### src/rtl/ccb_pkg.sv
package ccb_pkg;
  // Clock
  localparam int CLK_NS = 10;
  // Register byte offsets
  localparam logic [11:0] CTRL_OFFSET = 12'h000;
  localparam logic [11:0] STATUS_OFFSET = 12'h004;
  localparam logic [31:0] CTRL_RESET = 32'h0000_0000;
  // Control field positions
  localparam int CTRL_AUTO_NEWLINE = 0;
  localparam int CTRL_CURSOR_SW = 1;
  localparam int CTRL_NDS_DISABLE = 2;
  localparam int CTRL_READ_MODE = 3;
  localparam int CTRL_WIDTH = 4;
  // Status field positions
  localparam int STAT_COLUMN_LSB = 0;
  localparam int STAT_BELL = 8;
  localparam int STAT_ERASE = 9;
  localparam int STAT_INHIBIT = 10;
  localparam int STAT_UNDERFLOW = 11;
  localparam int STAT_OVERFLOW = 12;
  // Column range and special positions
  localparam logic [6:0] COL_FIRST = 7'h00;
  localparam logic [6:0] COL_LAST = 7'h4F;
  localparam logic [6:0] LINE_END_FROM = 7'h47;
  localparam logic [6:0] COL_CODE_MIN = 7'h20;
  localparam logic [6:0] COL_CODE_MAX = 7'h6F;
  localparam int VISIBLE_COLS = 80;
  // Write pulse: last four dots of a character, at least 367 ns
  localparam int WRITE_PULSE_NS = 367;
  localparam int WRITE_DOTS = 4;
  localparam int DOT_CYCLES = (WRITE_PULSE_NS + CLK_NS * WRITE_DOTS - 1) / (CLK_NS * WRITE_DOTS);
  // Tone of about 3.6 kHz, half period rounded down
  localparam int TONE_HZ = 3600;
  localparam int TONE_HALF_CYCLES = 1_000_000_000 / (2 * TONE_HZ * CLK_NS);
  // Bell duration
  localparam int BELL_MS = 100;
  localparam int BELL_CYCLES = (BELL_MS * 1_000_000) / CLK_NS;

  // Decoded character inputs, held through the character strobe
  typedef struct packed {
    logic execute_char;
    logic ctrl_char;
    logic del_char;
    logic space_char;
    logic escape_suppress;
    logic forespace_cmd;
    logic backspace_decoded;
    logic bell_code;
    logic carriage_return;
    logic line_feed;
    logic home_cmd;
    logic clear_screen;
    logic cursor_load_phase_a;
    logic cursor_load_phase_b;
    logic scroll_line_feed;
    logic cursor_on_bottom_row;
    logic initiate_transmit;
    logic [6:0] rx_data;
  } ccb_rx_t;
endpackage : ccb_pkg

### src/rtl/ccb_column_top.sv
// Operation
// Bell timer starts on bell code with character clock, or on line end.
// Line end fires when column advances from 71 to 72.
// Running bell timer gates a 3.6 kHz tone onto the beeper.
// Read start or column overflow clears the bell timer at once.
// Column increments on written character, forespace, or readback transmit.
// Character advance for all chars except control, delete, escape-suppressed ones.
// Character strobe is execute signal ANDed with character clock pulse.
// Forespace increment is gated by character clock pulse only.
// Readback increment is read mode AND initiate transmit.
// Column decrements only on decoded backspace.
// Column clears on clear screen, carriage return, home with cursor switch.
// Decrement from column zero sets underflow and forces column zero.
// Increment past 79 sets overflow and loads the counter.
// Overflow loads zero with auto newline, else 79.
// With auto newline, overflow requests a line advance.
// Overflow load always takes the fixed value, never received data.
// Cursor load phases three and four select data; load on fourth strobe.
// Column codes 040 to 157 octal translate down by 040.
// Erase line enables 80 write pulses per line scan period.
// Otherwise one write pulse per advanced character.
// Switch open: spaces after return inhibit writes until line feed.
// Write pulse covers last four dot positions of the character.
// Scroll line feed on bottom row sets erase flag for one line.
// Column counter is seven bits, 0 to 79, updated on character clock.
`timescale 1ns/1ns
`default_nettype none
module ccb_column_top
  import ccb_pkg::*;
#(
  parameter int DOTS_PER_CHAR = 9,
  parameter int CHARS_PER_LINE = 100,
  parameter int BELL_TIME_CYCLES = ccb_pkg::BELL_CYCLES,
  parameter int TONE_HALF = ccb_pkg::TONE_HALF_CYCLES
)
(
  input wire logic pclk,
  input wire logic presetn,
  input wire logic psel,
  input wire logic penable,
  input wire logic pwrite,
  input wire logic [11:0] paddr,
  input wire logic [31:0] pwdata,
  output logic [31:0] prdata,
  output logic pready,
  output logic pslverr,
  input wire ccb_pkg::ccb_rx_t rx,
  output logic [6:0] column,
  output logic char_clock_pulse,
  output logic char_advance,
  output logic line_end,
  output logic row_advance,
  output logic beeper,
  output logic erase_line,
  output logic column_clock_phase,
  output logic mem_write
);
  import ccb_pkg::*;

  logic [CTRL_WIDTH-1:0] ctrl;
  logic [31:0] status_word;
  logic [7:0] dot_div;
  logic [7:0] dot_cnt;
  logic [7:0] char_in_line;
  logic [7:0] erase_left;
  logic erase_flag;
  logic [31:0] bell_cnt;
  logic bell_running;
  logic [31:0] tone_cnt;
  logic tone_modulator;
  logic space_inhibit;
  logic underflow;
  logic overflow;
  logic write_req;
  logic dot_tick;
  logic char_end;
  logic write_pulse_timer;
  logic char_received_strobe;
  logic advance_now;
  logic gated_forespace_inc;
  logic read_inc;
  logic column_increment;
  logic column_dec;
  logic column_clear;
  logic column_load;
  logic column_borrow;
  logic overflow_now;
  logic line_end_now;
  logic bell_timer_clear;
  logic bell_start;
  logic write_allowed;
  logic [6:0] load_value;
  logic [6:0] next_column;
  logic apb_write;

  // Dot divider: each dot spans DOT_CYCLES clocks
  assign dot_tick = (dot_div == 8'(DOT_CYCLES - 1));
  assign char_end = dot_tick && (dot_cnt == 8'(DOTS_PER_CHAR - 1));

  always_ff @(posedge pclk or negedge presetn)
  begin
    if (!presetn)
      dot_div <= 8'h00;
    else if (dot_tick)
      dot_div <= 8'h00;
    else
      dot_div <= dot_div + 8'h01;
  end

  // Dot position within the character period
  always_ff @(posedge pclk or negedge presetn)
  begin
    if (!presetn)
      dot_cnt <= 8'h00;
    else if (char_end)
      dot_cnt <= 8'h00;
    else if (dot_tick)
      dot_cnt <= dot_cnt + 8'h01;
  end

  // Refresh column position; visible part is the column clock phase
  always_ff @(posedge pclk or negedge presetn)
  begin
    if (!presetn)
      char_in_line <= 8'h00;
    else if (char_end)
      char_in_line <= (char_in_line == 8'(CHARS_PER_LINE - 1)) ? 8'h00 : char_in_line + 8'h01;
  end

  // One-cycle character clock, registered so the output is a flop
  always_ff @(posedge pclk or negedge presetn)
  begin
    if (!presetn)
    begin
      char_clock_pulse <= 1'b0;
      column_clock_phase <= 1'b0;
    end
    else
    begin
      char_clock_pulse <= char_end;
      column_clock_phase <= (char_in_line < 8'(VISIBLE_COLS));
    end
  end

  // strobe from execute
  assign char_received_strobe = rx.execute_char && char_clock_pulse;
  // exclusion terms
  assign advance_now = char_received_strobe && !rx.ctrl_char && !rx.del_char
                       && !rx.escape_suppress;
  // forespace clock gating
  assign gated_forespace_inc = rx.forespace_cmd && char_clock_pulse;
  // readback increment
  assign read_inc = ctrl[CTRL_READ_MODE] && rx.initiate_transmit && char_clock_pulse;
  // three increment sources
  assign column_increment = advance_now || gated_forespace_inc || read_inc;
  // backspace only
  assign column_dec = rx.backspace_decoded && char_clock_pulse;
  // clear conditions
  assign column_clear = char_clock_pulse && (rx.clear_screen || rx.carriage_return
                        || (rx.home_cmd && ctrl[CTRL_CURSOR_SW]));
  // load on fourth phase
  assign column_load = rx.cursor_load_phase_a && rx.cursor_load_phase_b
                       && char_received_strobe;
  // borrow out of column zero
  assign column_borrow = column_dec && !column_increment && (column == COL_FIRST);
  // past the last column
  assign overflow_now = column_increment && !column_dec && (column == COL_LAST);
  // advance from 71 to 72
  assign line_end_now = column_increment && !column_dec && (column == LINE_END_FROM);

  // column code translation, out-of-range codes clamp
  always_comb
  begin
    if (rx.rx_data < COL_CODE_MIN)
      load_value = COL_FIRST;
    else if (rx.rx_data > COL_CODE_MAX)
      load_value = COL_LAST;
    else
      load_value = rx.rx_data - COL_CODE_MIN;
  end

  // Column next value, clear has priority, then data load
  always_comb
  begin
    next_column = column;
    if (column_clear)
      next_column = COL_FIRST;
    else if (column_load)
      next_column = load_value;
    // fixed overflow value
    else if (overflow_now)
      next_column = ctrl[CTRL_AUTO_NEWLINE] ? COL_FIRST : COL_LAST;
    // forced back to zero
    else if (column_borrow)
      next_column = COL_FIRST;
    else if (column_increment && !column_dec)
      next_column = column + 7'h01;
    else if (column_dec && !column_increment)
      next_column = column - 7'h01;
  end

  // seven-bit counter on character clock
  always_ff @(posedge pclk or negedge presetn)
  begin
    if (!presetn)
      column <= COL_FIRST;
    else if (char_clock_pulse)
      column <= next_column;
  end

  // Overflow and underflow flags, one character long, plus event outputs
  always_ff @(posedge pclk or negedge presetn)
  begin
    if (!presetn)
    begin
      underflow <= 1'b0;
      overflow <= 1'b0;
      line_end <= 1'b0;
      row_advance <= 1'b0;
      char_advance <= 1'b0;
    end
    else
    begin
      // overflow capture
      if (char_clock_pulse)
        overflow <= overflow_now && !column_clear && !column_load;
      // underflow capture
      if (char_clock_pulse)
        underflow <= column_borrow && !column_clear && !column_load;
      line_end <= line_end_now && !column_clear && !column_load;
      // line advance request
      row_advance <= overflow_now && ctrl[CTRL_AUTO_NEWLINE] && !column_clear && !column_load;
      char_advance <= advance_now;
    end
  end

  // clear terms; a clear beats a start in the same cycle
  assign bell_timer_clear = read_inc || (overflow_now && !column_clear && !column_load);
  // trigger terms
  assign bell_start = (rx.bell_code && char_clock_pulse) || line_end_now;

  // Bell one-shot
  always_ff @(posedge pclk or negedge presetn)
  begin
    if (!presetn)
    begin
      bell_cnt <= 32'h0000_0000;
      bell_running <= 1'b0;
    end
    else if (bell_timer_clear)
    begin
      bell_cnt <= 32'h0000_0000;
      bell_running <= 1'b0;
    end
    else if (bell_start)
    begin
      bell_cnt <= 32'(BELL_TIME_CYCLES - 1);
      bell_running <= 1'b1;
    end
    else if (bell_running)
    begin
      bell_cnt <= bell_cnt - 32'h0000_0001;
      bell_running <= (bell_cnt != 32'h0000_0000);
    end
  end

  // Free-running square wave for the tone
  always_ff @(posedge pclk or negedge presetn)
  begin
    if (!presetn)
    begin
      tone_cnt <= 32'h0000_0000;
      tone_modulator <= 1'b0;
    end
    else if (tone_cnt == 32'(TONE_HALF - 1))
    begin
      tone_cnt <= 32'h0000_0000;
      tone_modulator <= !tone_modulator;
    end
    else
      tone_cnt <= tone_cnt + 32'h0000_0001;
  end

  // tone gating
  always_ff @(posedge pclk or negedge presetn)
  begin
    if (!presetn)
      beeper <= 1'b0;
    else
      beeper <= bell_running && tone_modulator;
  end

  // erase flag lasts one line period of character clocks
  always_ff @(posedge pclk or negedge presetn)
  begin
    if (!presetn)
    begin
      erase_flag <= 1'b0;
      erase_left <= 8'h00;
    end
    else if (char_clock_pulse && rx.scroll_line_feed && rx.cursor_on_bottom_row)
    begin
      erase_flag <= 1'b1;
      erase_left <= 8'(CHARS_PER_LINE - 1);
    end
    else if (char_clock_pulse && erase_flag)
    begin
      erase_left <= erase_left - 8'h01;
      erase_flag <= (erase_left != 8'h00);
    end
  end

  // Erase line is the flag gated by the visible column phase
  always_ff @(posedge pclk or negedge presetn)
  begin
    if (!presetn)
      erase_line <= 1'b0;
    else
      erase_line <= erase_flag && (char_in_line < 8'(VISIBLE_COLS));
  end

  // space inhibit, set by return wins over line feed
  always_ff @(posedge pclk or negedge presetn)
  begin
    if (!presetn)
      space_inhibit <= 1'b0;
    else if (char_received_strobe && rx.carriage_return)
      space_inhibit <= 1'b1;
    else if (char_received_strobe && rx.line_feed)
      space_inhibit <= 1'b0;
  end

  // switch closed writes everything
  assign write_allowed = ctrl[CTRL_NDS_DISABLE] || !space_inhibit || !rx.space_char;

  // one write request per character period
  always_ff @(posedge pclk or negedge presetn)
  begin
    if (!presetn)
      write_req <= 1'b0;
    else if (char_clock_pulse)
      write_req <= (advance_now && write_allowed) || erase_line;
  end

  // last four dots of the character period
  assign write_pulse_timer = (dot_cnt >= 8'(DOTS_PER_CHAR - WRITE_DOTS));

  // Write strobe to display memory
  always_ff @(posedge pclk or negedge presetn)
  begin
    if (!presetn)
      mem_write <= 1'b0;
    else
      mem_write <= write_req && write_pulse_timer && !char_end;
  end

  // Status word seen by software
  always_comb
  begin
    status_word = 32'h0000_0000;
    status_word[STAT_COLUMN_LSB +: 7] = column;
    status_word[STAT_BELL] = bell_running;
    status_word[STAT_ERASE] = erase_flag;
    status_word[STAT_INHIBIT] = space_inhibit;
    status_word[STAT_UNDERFLOW] = underflow;
    status_word[STAT_OVERFLOW] = overflow;
  end

  // APB: ready is raised in the first access cycle, so no wait states
  assign apb_write = psel && penable && pready && pwrite;

  always_ff @(posedge pclk or negedge presetn)
  begin
    if (!presetn)
      ctrl <= CTRL_RESET[CTRL_WIDTH-1:0];
    else if (apb_write && paddr == CTRL_OFFSET)
      ctrl <= pwdata[CTRL_WIDTH-1:0];
  end

  // Answer is prepared during the setup cycle
  always_ff @(posedge pclk or negedge presetn)
  begin
    if (!presetn)
    begin
      pready <= 1'b0;
      pslverr <= 1'b0;
      prdata <= 32'h0000_0000;
    end
    else
    begin
      pready <= psel && !penable;
      pslverr <= psel && !penable && !(paddr == CTRL_OFFSET || paddr == STATUS_OFFSET);
      if (psel && !penable && !pwrite && paddr == CTRL_OFFSET)
        prdata <= {{(32 - CTRL_WIDTH){1'b0}}, ctrl};
      else if (psel && !penable && !pwrite && paddr == STATUS_OFFSET)
        prdata <= status_word;
      else
        prdata <= 32'h0000_0000;
    end
  end
endmodule // ccb_column_top
`default_nettype wire

### config.mk
export PLATFORM = sky130hd
export DESIGN_NAME = ccb_column_top
export DESIGN_NICKNAME = d
export VERILOG_FILES = /design/src/rtl/ccb_pkg.sv /design/src/rtl/ccb_column_top.sv
export SDC_FILE = /design/constraint.sdc
export NUM_CORES = 1
export LEC_CHECK = 0
export ABC_AREA = 1
export BUFFER_PORTS_ARGS = -buffer_cell sky130_fd_sc_hd__buf_2
export CAP_MARGIN = 30
export CORE_MARGIN = 2
export CORE_UTILIZATION = 55
export DETAILED_ROUTE_END_ITERATION = 8
export PLACE_DENSITY = 0.89
export RECOVER_POWER = 100
export SETUP_SLACK_MARGIN = 0.2
export SLEW_MARGIN = 20
export SYNTH_ARGS = -nofsm -noshare
export SYNTH_HDL_FRONTEND = slang
export SYNTH_SLANG_ARGS = --single-unit
### constraint.sdc
create_clock -name pclk -period 4.8 [get_ports pclk]
set_input_delay 0 -clock pclk [delete_from_list [all_inputs] [get_ports pclk]]
set_output_delay 0 -clock pclk [all_outputs]
set_load 0.01 [all_outputs]
# Word level (Yosys, flattened, before mapping)
# Index checks and enable logic that the tools add are counted.
# word_totals
output_inout_bits	49
n_memories	0
reg_bits	156
wordCells	155
ram_bits	0
input_bits	73
romBits	0
latchBits	0
# op_classes
reduce_logical	81
n_mux	28
addsub	9
magnitude_cmp	4
bitwise	0
shifts	0
mul	0
n_eq_ne	7
n_div	0
# ops
operator	n
$mux 32	4
$mux 7	9
$mux 8	6
$logic_and 1x1->1	47
$add 32x1->32 const B	1
$eq 32x14->1 const B	1
$reduce_bool 32->1	1
$sub 32x1->32 const B	1
$mux 13	2
$add 8x1->8 const B	3
$eq 8x4->1 const B	2
$eq 7x7->1 const B	2
$logic_not 1->1	14
$eq 12x3->1 const B	1
$logic_not 12->1	1
$logic_or 1x1->1	10
$eq 8x7->1 const B	1
$ge 8x3->1 const B	1
$lt 8x7->1 const B	1
$reduce_bool 8->1	1
$sub 8x1->8 const B	1
$add 7x1->7 const B	1
$gt 7x7->1 const B	1
$logic_not 7->1	1
8 further kinds	16

# Longest topological paths before layout
# Gate-level depths: netlist of run 1.
# depth
word_depth	14
depth_mapped	18
depth_no_buf	16

# Worst setup path after synthesis of run 1
# Ideal clock, no wire load.
# synth_timing
path_type	register -> register
from	register char_clock_pulse
to	register column[4]
path_stages_with_launch	16
n_path_buf	2
setup_ns	0.117
period_less_slack_ns	2.657
t_required_ns	4.683
setup_slack_ns	2.143
t_arrival_ns	2.540
path_cell_list	dfrtp_1 buf_4 buf_4 nand2_1 nor4_1 nor3_1 inv_1 ha_1 inv_1 ha_1 or2_2 nand2_1 xor2_1 o21ai_0 nand3_1 nand2_1
# synth_via
elab_chain_cells	13
elab_cells_between_ends	24
classes_between	5 x mux; 19 x reduce/logical
# synth_rtl
item	line_no	rtl
from (decl)	ccb_column_top.sv:49	output logic char_clock_pulse,
from (signal assigned)	ccb_column_top.sv:140	char_clock_pulse <= char_end;
$logic_and 1x1->1 (*)	ccb_column_top.sv:146	assign char_received_strobe = rx.execute_char && char_clock_pulse;
$logic_and 1x1->1 (*) (2 in series)	ccb_column_top.sv:148	assign advance_now = char_received_strobe && !rx.ctrl_char && !rx.del_char
$logic_and 1x1->1 (*)	ccb_column_top.sv:149	&& !rx.escape_suppress;
via advance_now	ccb_column_top.sv:79	logic advance_now;
$logic_or 1x1->1 (*) (2 in series)	ccb_column_top.sv:155	assign column_increment = advance_now || gated_forespace_inc || read_inc;
$logic_not 1->1	ccb_column_top.sv:165, ccb_column_top.sv:198	
$logic_and 1x1->1	ccb_column_top.sv:165, ccb_column_top.sv:198	
$logic_and 1x1->1	ccb_column_top.sv:165	assign column_borrow = column_dec && !column_increment && (column == COL_FIRST);
$mux 7	ccb_column_top.sv:194	else if (column_borrow)
$mux 7	ccb_column_top.sv:191	else if (overflow_now)
$mux 7	ccb_column_top.sv:188	else if (column_load)
$mux 7	ccb_column_top.sv:186	if (column_clear)
to (signal assigned)	ccb_column_top.sv:208	column <= next_column;
to (decl)	ccb_column_top.sv:48	output logic [6:0] column,
# Mark *: on every way through the listed nets, which the timed path passes. The rest lies on a longest branch.
# A chain may end at the register's enable or synchronous reset.

# Worst setup path in the final report of run 1
# layout_timing
from	register char_clock_pulse
to	register column[5]
# The elaborated chain is that of the path after synthesis.

==> run_results.csv, run 1 <==
group,metric,value,unit
timing,rsz0062_at_grt,"false",
run_status,violations,"capacitance limit, slew limit",
timing,clock_skew,0.00820,ns
detailed_routing,drc_errors,0,
detailed_routing,wirelength,18.6,mm
synth,synth.top_cells.by_area,"dfrtp_1 43%, nand2_1 11%, nor2_1 7.4%, inv_1 6.8%, xor2_1 4.3%",
synth,synth_cell_types,45,
critical_path,r2r-end,"column[5]$_DFFE_PN0P_",
global_route,grt.busiest_layer,"met2",
timing,drv_slew,86,
synth,yosysTopAreaCell,"dfrtp_1",
min_path,worstHoldPathCells,3,
min_path,worstHoldEndpoint,"erase_flag$_DFFE_PN0P_",
layout,multi_input_area,3710,sq um
synth,ys_seq_area_frac,0.426,
detailed_routing,dr_total_vias,7135,
synth,synth_area,7990,sq um
floorplanning,io_pins,122,
place,placed_cell_area,8440,sq um
min_path,min-delay-start,"rx[8]",
floorplanning,start_util,0.556,
global_route,grt_usage,0.250,
power_and_ir_drop,p_per_area,268,nW/um^2
synth,synth-async-reset-ratio,1.00,
layout,regArea,3400,sq um
global_route,grt_max_degree,86,
floorplanning,die_h,125,um
cts,path_clk_slew,0.06,ns
flow_run,maxCapViolations,1,
layout,layout.nets,1231,
layout,syn_to_final_growth,12.1,%
critical_path,crit_path_start_kind,"flop",
critical_path,r2r-start,"char_clock_pulse$_DFF_PN0_",
run_status,status,"complete, but fails checks",
floorplanning,dieArea,15500,sq um
synth,synth-seq-cells,136,
synth,yosys_warnings,0,
synth,ys.flop_type,"dfrtp_1",
floorplanning,die_x,125,um
timing,finalCritPeriodShare,0.817,
layout,antenna_cells,0,
detailed_routing,drtAntennaViolNets,0,
cts,cts_resized,0,
timing,tns,0,ns
critical_path,critPathMaxFanout,17,
synth,synth_top_area_share,0.426,
timing,fin_crit,3.92,ns
critical_path,rrSetupSlack,0.88,ns
detailed_routing,via_per_inst,5.35,
timing,fmax,255,MHz
layout,instances_no_fill,1334,
detailed_routing,route.detailed.wl_per_inst,14.0,um
global_route,use_met3,0.0546,
floorplanning,num_rows,44,
critical_path,crit_required,5.16,ns
critical_path,critPathKind,"flop to flop",
place,place_congestion,0.931,
timing,finalSetupViolCount,0,
critical_path,worstPathArrival,4.28,ns
global_route,overflow,0,
layout,drive_gt1_frac,0.0904,
place,place_hpwl,12.7,mm
timing,finalHoldViolCount,0,
cts,holdBufCountCts,19,
cts,cts_buffers,17,
critical_path,r2r_cells,14,
cts,clock_path_buffers,2,
place,numPortBuffers,73,
layout,fillers,1154,
min_path,hold_path.class,"input pin to flop",
cts,clk-insertion-delay-late,0.43,ns
synth,syn_inst,1039,
floorplanning,coreArea,14400,sq um
place,placed_cells,1284,
global_route,grt_pass1_vias,7020,
global_route,use_met1,0.319,
layout,postLayoutCellArea,8960,sq um
power_and_ir_drop,p_leak,4.47,nW
cts,htree_levels,4,
global_route,antenna_found_initial,0,
critical_path,cp-end-kind,"flop",
timing,worst_pin_slew,2.09,ns
cts,cts_root_buf,"clkbuf_16",
global_route,grt_use_met2,0.414,
timing,slew_headroom,-0.395,
detailed_routing,drtIter0Drc,564,
synth,synth-edff-count,0,
global_route,grt_pass1_wl,32.0,mm
cts,post_cts_buffers,0,
cts,clock_sinks,136,
cts,cts_tree,"done",
detailed_routing,drtPass1Iterations,5,
synth,synth_area_per_cell,7.69,sq um
power_and_ir_drop,max-vdd-ir-drop,0.256,mV
layout by cell type (no fill, tap or decap), types with 2 or more instances in the layout:
cell type	count
nor3b_1	5
clkbuf_1	31
nand3b_1	6
ha_1	19
nand2_2	5
nand2_1	233
buf_2	42
clkbuf_2	2
nand4_1	24
clkinv_4	2
dfrtp_1	136
o22ai_1	5
xor2_1	39
or2_2	2
inv_2	2
nor4_1	6
inv_1	146
o211ai_1	2
clkbuf_16	17
nor2_2	7
a21oi_1	19
conb_1	20
nand3_1	62
nor2_1	168
o31ai_1	3
nor3_2	2
dlygate4sd3_1	19
nor3_1	34
xnor2_1	7
inv_6	3
and3_1	3
o21ai_1	2
o21ai_0	48
clkinv_2	3
clkinvlp_4	4
o21ai_2	6
cells by family after synthesis:
kind of cell / count (synthesis) / synth area share
buffers and inverters: 182 / 0.0999
other: 1 / 0.000469
AND/OR/NAND/NOR: 566 / 0.326
adder cells (fa/ha/maj): 20 / 0.0323
XOR/XNOR: 46 / 0.0504
AO/OA/AOI/OAI: 88 / 0.0651
flip-flops: 136 / 0.426
through the flow:
step / setup WS, ns / power, W / utilization / hold slack (ns)
floorplan: 2.14 / 0.00120 / - / -0.296
detailed placement: 1.64 / 0.00123 / 0.587 / 0.119
global placement: 1.72 / 0.00123 / 0.587 / 0.113
CTS: 1.39 / 0.00242 / 0.637 / 0.0202
global route: 0.556 / 0.00247 / 0.624 / 0.0609
finish: 0.881 / 0.00240 / 0.624 / 0.0348
where the power goes:
| group | leakage, nW | internal, W | switching (W) |
|---|---|---|---|
| logic | 2.54 | 0.0000262 | 0.0000474 |
| clock network | 0.251 | 0.000662 | 0.000520 |
| registers | 1.68 | 0.00115 | 0.000000343 |
| total | 4.47 | 0.00184 | 0.000568 |
critical path, stage by stage (launching register included):
cell	delay [ns]
dfrtp_1	0.68
nand2_1	0.12
nor4_1	0.36
nor3_1	0.13
inv_1	0.09
ha_1	0.27
nand2_1	0.09
inv_1	0.09
nand3_1	0.13
nand2_1	0.23
o21ai_0	0.35
nor2_1	0.51
nand3_1	0.14
dlygate4sd3_1	0.59
nand2_1	0.06
cell type report:
| cell class | count | share of cell area |
|---|---|---|
| flip-flops and latches | 136 | 0.380 |
| clock inverters | 13 | 0.0112 |
| repair buffers | 93 | 0.0584 |
| well taps | 184 | 0.0257 |
| inverters | 150 | 0.0631 |
| clock buffers | 18 | 0.0479 |
| multi-input cells | 740 | 0.414 |
layer usage:
layer	up-vias	share of wire
met2	271	0.49
met5	-	0
met1	3365	0.42
li1	3461	-
met4	0	0.024
met3	38	0.060
state kept, by name (all words and copies together), names as in the netlist, 4 cells and up:
register / count
dot_div: 8
column: 7
dot_cnt: 8
prdata: 12
erase_left: 8
bell_cnt: 32
ctrl: 4
tone_cnt: 32
char_in_line: 8
cell usage after synthesis, types with 14 or more instances:
| master | n |
|---|---|
| nand2_1 | 228 |
| nor2_1 | 157 |
| inv_1 | 145 |
| dfrtp_1 | 136 |
| nand3_1 | 60 |
| xor2_1 | 39 |
| o21ai_0 | 38 |
| nor3_1 | 33 |
| buf_4 | 24 |
| nand4_1 | 24 |
| a21oi_1 | 19 |
| ha_1 | 19 |
| o21ai_2 | 14 |
worst max path at each step:
stage	start	to	slack (ns)	cells past startpoint
floorplan	char_clock_pulse$_DFF_PN0_	column[4]$_DFFE_PN0P_	2.14	15
global placement	char_clock_pulse$_DFF_PN0_	column[6]$_DFFE_PN0P_	1.72	14
detailed placement	char_clock_pulse$_DFF_PN0_	column[4]$_DFFE_PN0P_	1.64	13
CTS	char_clock_pulse$_DFF_PN0_	column[5]$_DFFE_PN0P_	1.39	17
global route	char_clock_pulse$_DFF_PN0_	column[5]$_DFFE_PN0P_	0.56	14
finish	char_clock_pulse$_DFF_PN0_	column[5]$_DFFE_PN0P_	0.88	14
Note: power is estimated with default switching activity, not from simulation.
==> run 2: changes to the inputs <==
==> constraint.sdc (replaced) <==
create_clock -name pclk -period 3.7 [get_ports pclk]
set_input_delay 0 -clock pclk [delete_from_list [all_inputs] [get_ports pclk]]
set_output_delay 0 -clock pclk [all_outputs]
set_load 0.01 [all_outputs]
==> run 2 against run 1 <==
Net effect: the flow now finishes without violations; via count grew 2.6%; core utilization grew 0.79 points; non-clock buffer count grew 3; setup slack lost 0.52 ns; flip-flop and latch count is the same; critical path depth is the same; worst hold slack lost 0.021 ns; clock power grew 48%; total power grew 39%; register-to-register slack lost 0.52 ns; combinational power grew 32%; count of clock-buffer cells in the layout grew 1; critical path type unchanged.
==> run_results.csv, run 2 (synthesis gave the netlist of run 1 again) <==
group,metric,value,unit
cts,cts_buffers,17,
floorplanning,die_h,125,um
critical_path,critPathKind,"flop to flop",
detailed_routing,drtAntennaViolNets,0,
global_route,overflow,0,
cts,path_clk_slew,0.06,ns
layout,drive_gt1_frac,0.0927,
critical_path,cpMaxStageDelayCell,"dlygate4sd3_1",
detailed_routing,wirelength,19.1,mm
detailed_routing,drc_errors,0,
timing,clock_skew,0.0106,ns
global_route,antenna_found_initial,0,
global_route,grt_pass1_wl,32.4,mm
timing,slew_headroom,0.0755,
power_and_ir_drop,p_leak,4.52,nW
cts,post_cts_buffers,0,
floorplanning,die_x,125,um
critical_path,cp-end-kind,"flop",
layout,reg.largest.list,"bell_cnt x32, tone_cnt x32, prdata x12",
cts,clock_path_buffers,2,
place,place_congestion,0.919,
run_status,status,"finished clean",
critical_path,crit_path_start_kind,"flop",
detailed_routing,drtPass1Iterations,6,
detailed_routing,route.detailed.wl_per_inst,14.3,um
cts,cts_root_buf,"clkbuf_16",
critical_path,critPathMaxFanout,10,
cts,clock_sinks,136,
power_and_ir_drop,p_per_area,368,nW/um^2
cts,clk-insertion-delay-late,0.43,ns
critical_path,cp_common_cell,"nand2_1",
global_route,grt_pass1_vias,6997,
place,place_hpwl,12.4,mm
floorplanning,num_rows,44,
critical_path,crit_path_cell_trace,"nand2_1 -> nor4_2 -> nor3_1 -> inv_1 -> ha_1 -> nand2_1 -> inv_1 -> nand3_1 -> nand2_1 -> o21ai_2 -> nor2_1 -> nand3_1 -> dlygate4sd3_1 -> nand2_1",
power_and_ir_drop,max-vdd-ir-drop,0.316,mV
critical_path,crit_required,4.07,ns
layout,syn_to_final_growth,13.6,%
min_path,hold_path.class,"input pin to flop",
layout,layout_commonest_cell,"nand2_1",
timing,finalHoldViolCount,0,
layout,antenna_cells,0,
timing,drv_slew,0,
cts,htree_levels,4,
cts,cts_tree,"done",
timing,finalCritPeriodShare,0.904,
detailed_routing,via_per_inst,5.47,
floorplanning,start_util,0.556,
floorplanning,coreArea,14400,sq um
detailed_routing,dr_total_vias,7319,
detailed_routing,drtIter0Drc,674,
critical_path,worstPathArrival,3.72,ns
layout,layout.nets,1234,
layout,postLayoutCoreUtil,0.632,
floorplanning,dieArea,15500,sq um
flow_run,maxCapViolations,0,
floorplanning,io_pins,122,
place,numPortBuffers,73,
global_route,grt_usage,0.253,
timing,rsz0062_at_grt,"false",
critical_path,max_stage_delay,0.58,ns
timing,fin_crit,3.34,ns
timing,worst_pin_slew,1.39,ns
timing,finalSetupViolCount,0,
timing,fmax,299,MHz
timing,tns,0,ns
global_route,grt_max_degree,111,
layout,most-common-layout-cells,"234 x nand2_1, 166 x nor2_1, 146 x inv_1, 136 x dfrtp_1, 62 x nand3_1",
-- run 2: cell count changes in the layout (fill, tap and decap cells not counted), sizes merged --
cell         before  now
clkinvlp          4    1
clkbuf           50   53
dlygate4sd3      19   20
clkinv            6    5
inv             153  155
bufinv            0    2
-- run 2: critical path: cells and delay by family, from the launching register on --
kind	cells	cell delay, ns
compound gates	1	0.17
flops	1	0.52
buf+inv	3	0.76
fa+ha+maj	1	0.29
simple gates	9	1.55
-- run 2: final timing paths --
kind	startpoint	endpoint	slack, ns	cells past startpoint
setup / recovery	char_clock_pulse$_DFF_PN0_	column[4]$_DFFE_PN0P_	0.36	14
hold / removal	rx[12]	line_end$_DFF_PN0_	0.01	6
setup reg to reg	char_clock_pulse$_DFF_PN0_	column[4]$_DFFE_PN0P_	0.36	14
hold reg to reg	tone_modulator$_DFFE_PN0N_	tone_modulator$_DFFE_PN0N_	0.47	1
max in group asynchronous	presetn	dot_cnt[7]$_DFFE_PN0P_	1.10	4
min in group asynchronous	presetn	ctrl[2]$_DFFE_PN0P_	0.73	3
-- run 2: stage by stage --
step | hold WS, ns | total power [W] | std cells | cell area, sq um | setup WS (ns)
3_3_place_gp | 0.178 | 0.00160 | 1285 | 8450 | 0.934
5_1_grt | 0.0562 | 0.00343 | 1338 | 9080 | 0.167
2_1_floorplan | -0.296 | 0.00156 | 1058 | 8060 | 1.04
4_1_cts | 0.00106 | 0.00334 | 1336 | 9250 | 0.381
6_report | 0.0140 | 0.00334 | 1338 | 9080 | 0.357
3_5_place_dp | 0.186 | 0.00160 | 1285 | 8450 | 0.813
-- run 2: layout make-up --
type | instances | area [sq um]
clock buffer | 19 | 453
fill | 1168 | 5290
inverter | 150 | 564
timing repair buffer | 96 | 542
tap | 184 | 230
multi-input combinational | 740 | 3730
clock inverter | 13 | 155
sequential | 136 | 3400
-- run 2: power by group --
group	leakage, nW	switching [W]	total (W)	internal (W)
Combinational	2.54	0.0000621	0.0000972	0.0000351
Clock	0.302	0.000705	0.00175	0.00105
Sequential	1.68	0.000000608	0.00149	0.00149
-- run 2: routing by layer --
metal	vias up	global-route usage	wire length [um]
met5	-	0	0
met1	3459	0.319	7980
li1	3466	-	-
met4	0	0.0978	532
met3	62	0.0619	1320
met2	332	0.420	9280
-- run 2: repair_timing --
action / in CTS / in global routing
setup endpoints to repair: 0 / 1
hold endpoints to repair: 126 / 7
hold buffers: 19 / 1
resized for setup: 0 / 1
==> run 3: changes to the inputs <==
--- a/config.mk
+++ b/config.mk
@@ -8,10 +8,12 @@
 export ABC_AREA = 1
 export BUFFER_PORTS_ARGS = -buffer_cell sky130_fd_sc_hd__buf_2
 export CAP_MARGIN = 30
+export CELL_PAD_IN_SITES_DETAIL_PLACEMENT = 0
+export CELL_PAD_IN_SITES_GLOBAL_PLACEMENT = 1
 export CORE_MARGIN = 2
-export CORE_UTILIZATION = 55
+export CORE_UTILIZATION = 42
 export DETAILED_ROUTE_END_ITERATION = 8
-export PLACE_DENSITY = 0.89
+export PLACE_DENSITY = 0.91
 export RECOVER_POWER = 100
 export SETUP_SLACK_MARGIN = 0.2
 export SLEW_MARGIN = 20
==> run 3 against run 2 <==
Net effect: sequential power is essentially flat; via count decreased by 8.3%; the flow now finishes with violations (capacitance limit, slew limit); global-route usage is 5.8 points lower; critical endpoint is now column[6]$_DFFE_PN0P_.
==> run_results.csv, run 3 (synthesis gave the netlist of run 1 again) <==
group,metric,value,unit
run_status,status,"complete, but fails checks",
run_status,violations,"capacitance limit, slew limit",
global_route,grt_pass1_wl,31.6,mm
floorplanning,start_util,0.427,
cts,clock_sinks,136,
power_and_ir_drop,p_leak,4.55,nW
layout,layout_commonest_cell,"nand2_1",
place,place_congestion,0.851,
global_route,grt.busiest_layer,"met2",
global_route,antenna_found_initial,0,
timing,finalSetupViolCount,0,
timing,fin_crit,3.08,ns
flow_run,maxCapViolations,1,
critical_path,worstPathArrival,3.40,ns
place,place_hpwl,13.3,mm
min_path,hold_path.class,"input pin to flop",
critical_path,r2r_cells,15,
cts,cts_tree,"done",
place,numPortBuffers,73,
cts,htree_levels,4,
cts,clk-insertion-delay-late,0.43,ns
detailed_routing,drtPass1Iterations,4,
global_route,use_met1,0.266,
detailed_routing,route.detailed.wl_per_inst,13.2,um
min_path,min-delay-start,"rx[3]",
critical_path,cpLargestDelayFamily,"simple AND/OR/NAND/NOR gates",
cts,path_clk_slew,0.06,ns
floorplanning,num_rows,50,
critical_path,crit_buf_inv,4,
detailed_routing,drtAntennaViolNets,0,
floorplanning,die_h,142,um
cts,cts_root_buf,"clkbuf_16",
timing,tns,0,ns
place,place_ws,0.873,ns
layout,most-common-layout-cells,"230 x nand2_1, 164 x nor2_1, 147 x inv_1, 136 x dfrtp_1, 60 x nand3_1",
global_route,use_met3,0.0370,
timing,finalCritPeriodShare,0.832,
timing,drv_slew,89,
global_route,grt_max_degree,89,
critical_path,r2r-end,"column[6]$_DFFE_PN0P_",
timing,worst_slack,0.621,ns
global_route,overflow,0,
critical_path,cp-end-kind,"flop",
layout,drive_gt1_frac,0.108,
critical_path,crit_path_start_kind,"flop",
detailed_routing,wirelength,18.3,mm
detailed_routing,via_per_inst,4.85,
min_path,worstHoldEndpoint,"column[3]$_DFFE_PN0P_",
timing,slew_headroom,-0.455,
critical_path,crit_path_cell_trace,"clkbuf_1 -> nand3_1 -> inv_1 -> nor3_1 -> inv_1 -> ha_1 -> inv_1 -> ha_1 -> or2_2 -> nand3b_1 -> nand3b_1 -> nand3_1 -> nand2_1 -> nand3_1 -> nand2_1",
layout,reg.largest.list,"bell_cnt x32, tone_cnt x32, prdata x12",
power_and_ir_drop,max-vdd-ir-drop,0.270,mV
critical_path,r2r-start,"char_clock_pulse$_DFF_PN0_",
layout,syn_to_final_growth,15.4,%
critical_path,rrSetupSlack,0.62,ns
global_route,grt_pass1_vias,6503,
critical_path,crit_required,4.02,ns
timing,worst_pin_slew,2.18,ns
global_route,grt_use_met2,0.319,
global_route,grt_usage,0.194,
min_path,worstHoldPathCells,7,
critical_path,cpMaxStageDelayCell,"clkbuf_1",
critical_path,max_stage_delay,0.54,ns
detailed_routing,drtIter0Drc,420,
power_and_ir_drop,p_per_area,381,nW/um^2
critical_path,critPathMaxFanout,14,
layout,antenna_cells,0,
timing,rsz0062_at_grt,"false",
floorplanning,dieArea,20100,sq um
floorplanning,coreArea,18700,sq um
cts,clock_path_buffers,2,
floorplanning,die_x,142,um
detailed_routing,dr_total_vias,6712,
timing,fmax,325,MHz
timing,clock_skew,0.0120,ns
critical_path,critPathKind,"flop to flop",
detailed_routing,drc_errors,0,
layout,layout.nets,1230,
timing,finalHoldViolCount,0,
cts,cts_buffers,17,
floorplanning,io_pins,122,
==> run 3: worst register-to-register path: stages, from the launching register on <==
cell	delay, ns
dfrtp_1	0.40
clkbuf_1	0.54
nand3_1	0.13
inv_1	0.15
nor3_1	0.09
inv_1	0.08
ha_1	0.28
inv_1	0.18
ha_1	0.35
or2_2	0.32
nand3b_1	0.11
nand3b_1	0.09
nand3_1	0.09
nand2_1	0.05
nand3_1	0.08
nand2_1	0.05
==> run 3: metal layers <==
metal  wire length (um)  part of all wire
met1               8610              0.47
met4                205             0.011
met3                731             0.040
met2               8740              0.48
met5                  0                 0
==> run 3: worst max path at each step <==
stage	start	end	slack, ns	depth (start not counted)
after floorplan	char_clock_pulse$_DFF_PN0_	column[4]$_DFFE_PN0P_	1.04	15
after global placement	char_clock_pulse$_DFF_PN0_	bell_cnt[31]$_DFFE_PN0P_	0.91	16
after detailed placement	char_clock_pulse$_DFF_PN0_	bell_cnt[31]$_DFFE_PN0P_	0.87	16
after CTS	char_clock_pulse$_DFF_PN0_	bell_cnt[31]$_DFFE_PN0P_	0.86	16
after global routing	char_clock_pulse$_DFF_PN0_	bell_cnt[15]$_DFFE_PN0P_	0.31	14
final	char_clock_pulse$_DFF_PN0_	column[6]$_DFFE_PN0P_	0.62	15
==> run 3: cell type report <==
type	count	area (sq um)
repair buffers	92	504
multi-input cells	740	3780
inverters	150	566
clock buffers	18	439
clock inverters	14	233
flip-flops and latches	136	3400
fillers	1807	9480
well taps	234	293
==> run 3: what timing repair did <==
action	in CTS	in global routing
endpoints found under the hold margin	101	0
setup buffers	0	0
hold buffers	16	0
setup endpoints to repair	0	0
resized for setup	0	0
==> run 3: metrics by stage <==
| step | cells | area, sq um | util | power, W | hold slack, ns |
|---|---|---|---|---|---|
| after floorplan | 1058 | 8060 | - | 0.00156 | -0.296 |
| after global placement | 1336 | 8520 | 0.455 | 0.00160 | 0.118 |
| after detailed placement | 1336 | 8520 | 0.455 | 0.00160 | 0.123 |
| after CTS | 1384 | 9350 | 0.500 | 0.00355 | 0.000603 |
| after global routing | 1384 | 9220 | 0.493 | 0.00364 | 0.0620 |
| final | 1384 | 9220 | 0.493 | 0.00352 | 0.0112 |
==> run 3: report_power, final <==
part	switching, W	internal, W
clock network	0.000704	0.00123
logic	0.0000597	0.0000331
registers	0.000000372	0.00149
total	0.000764	0.00275
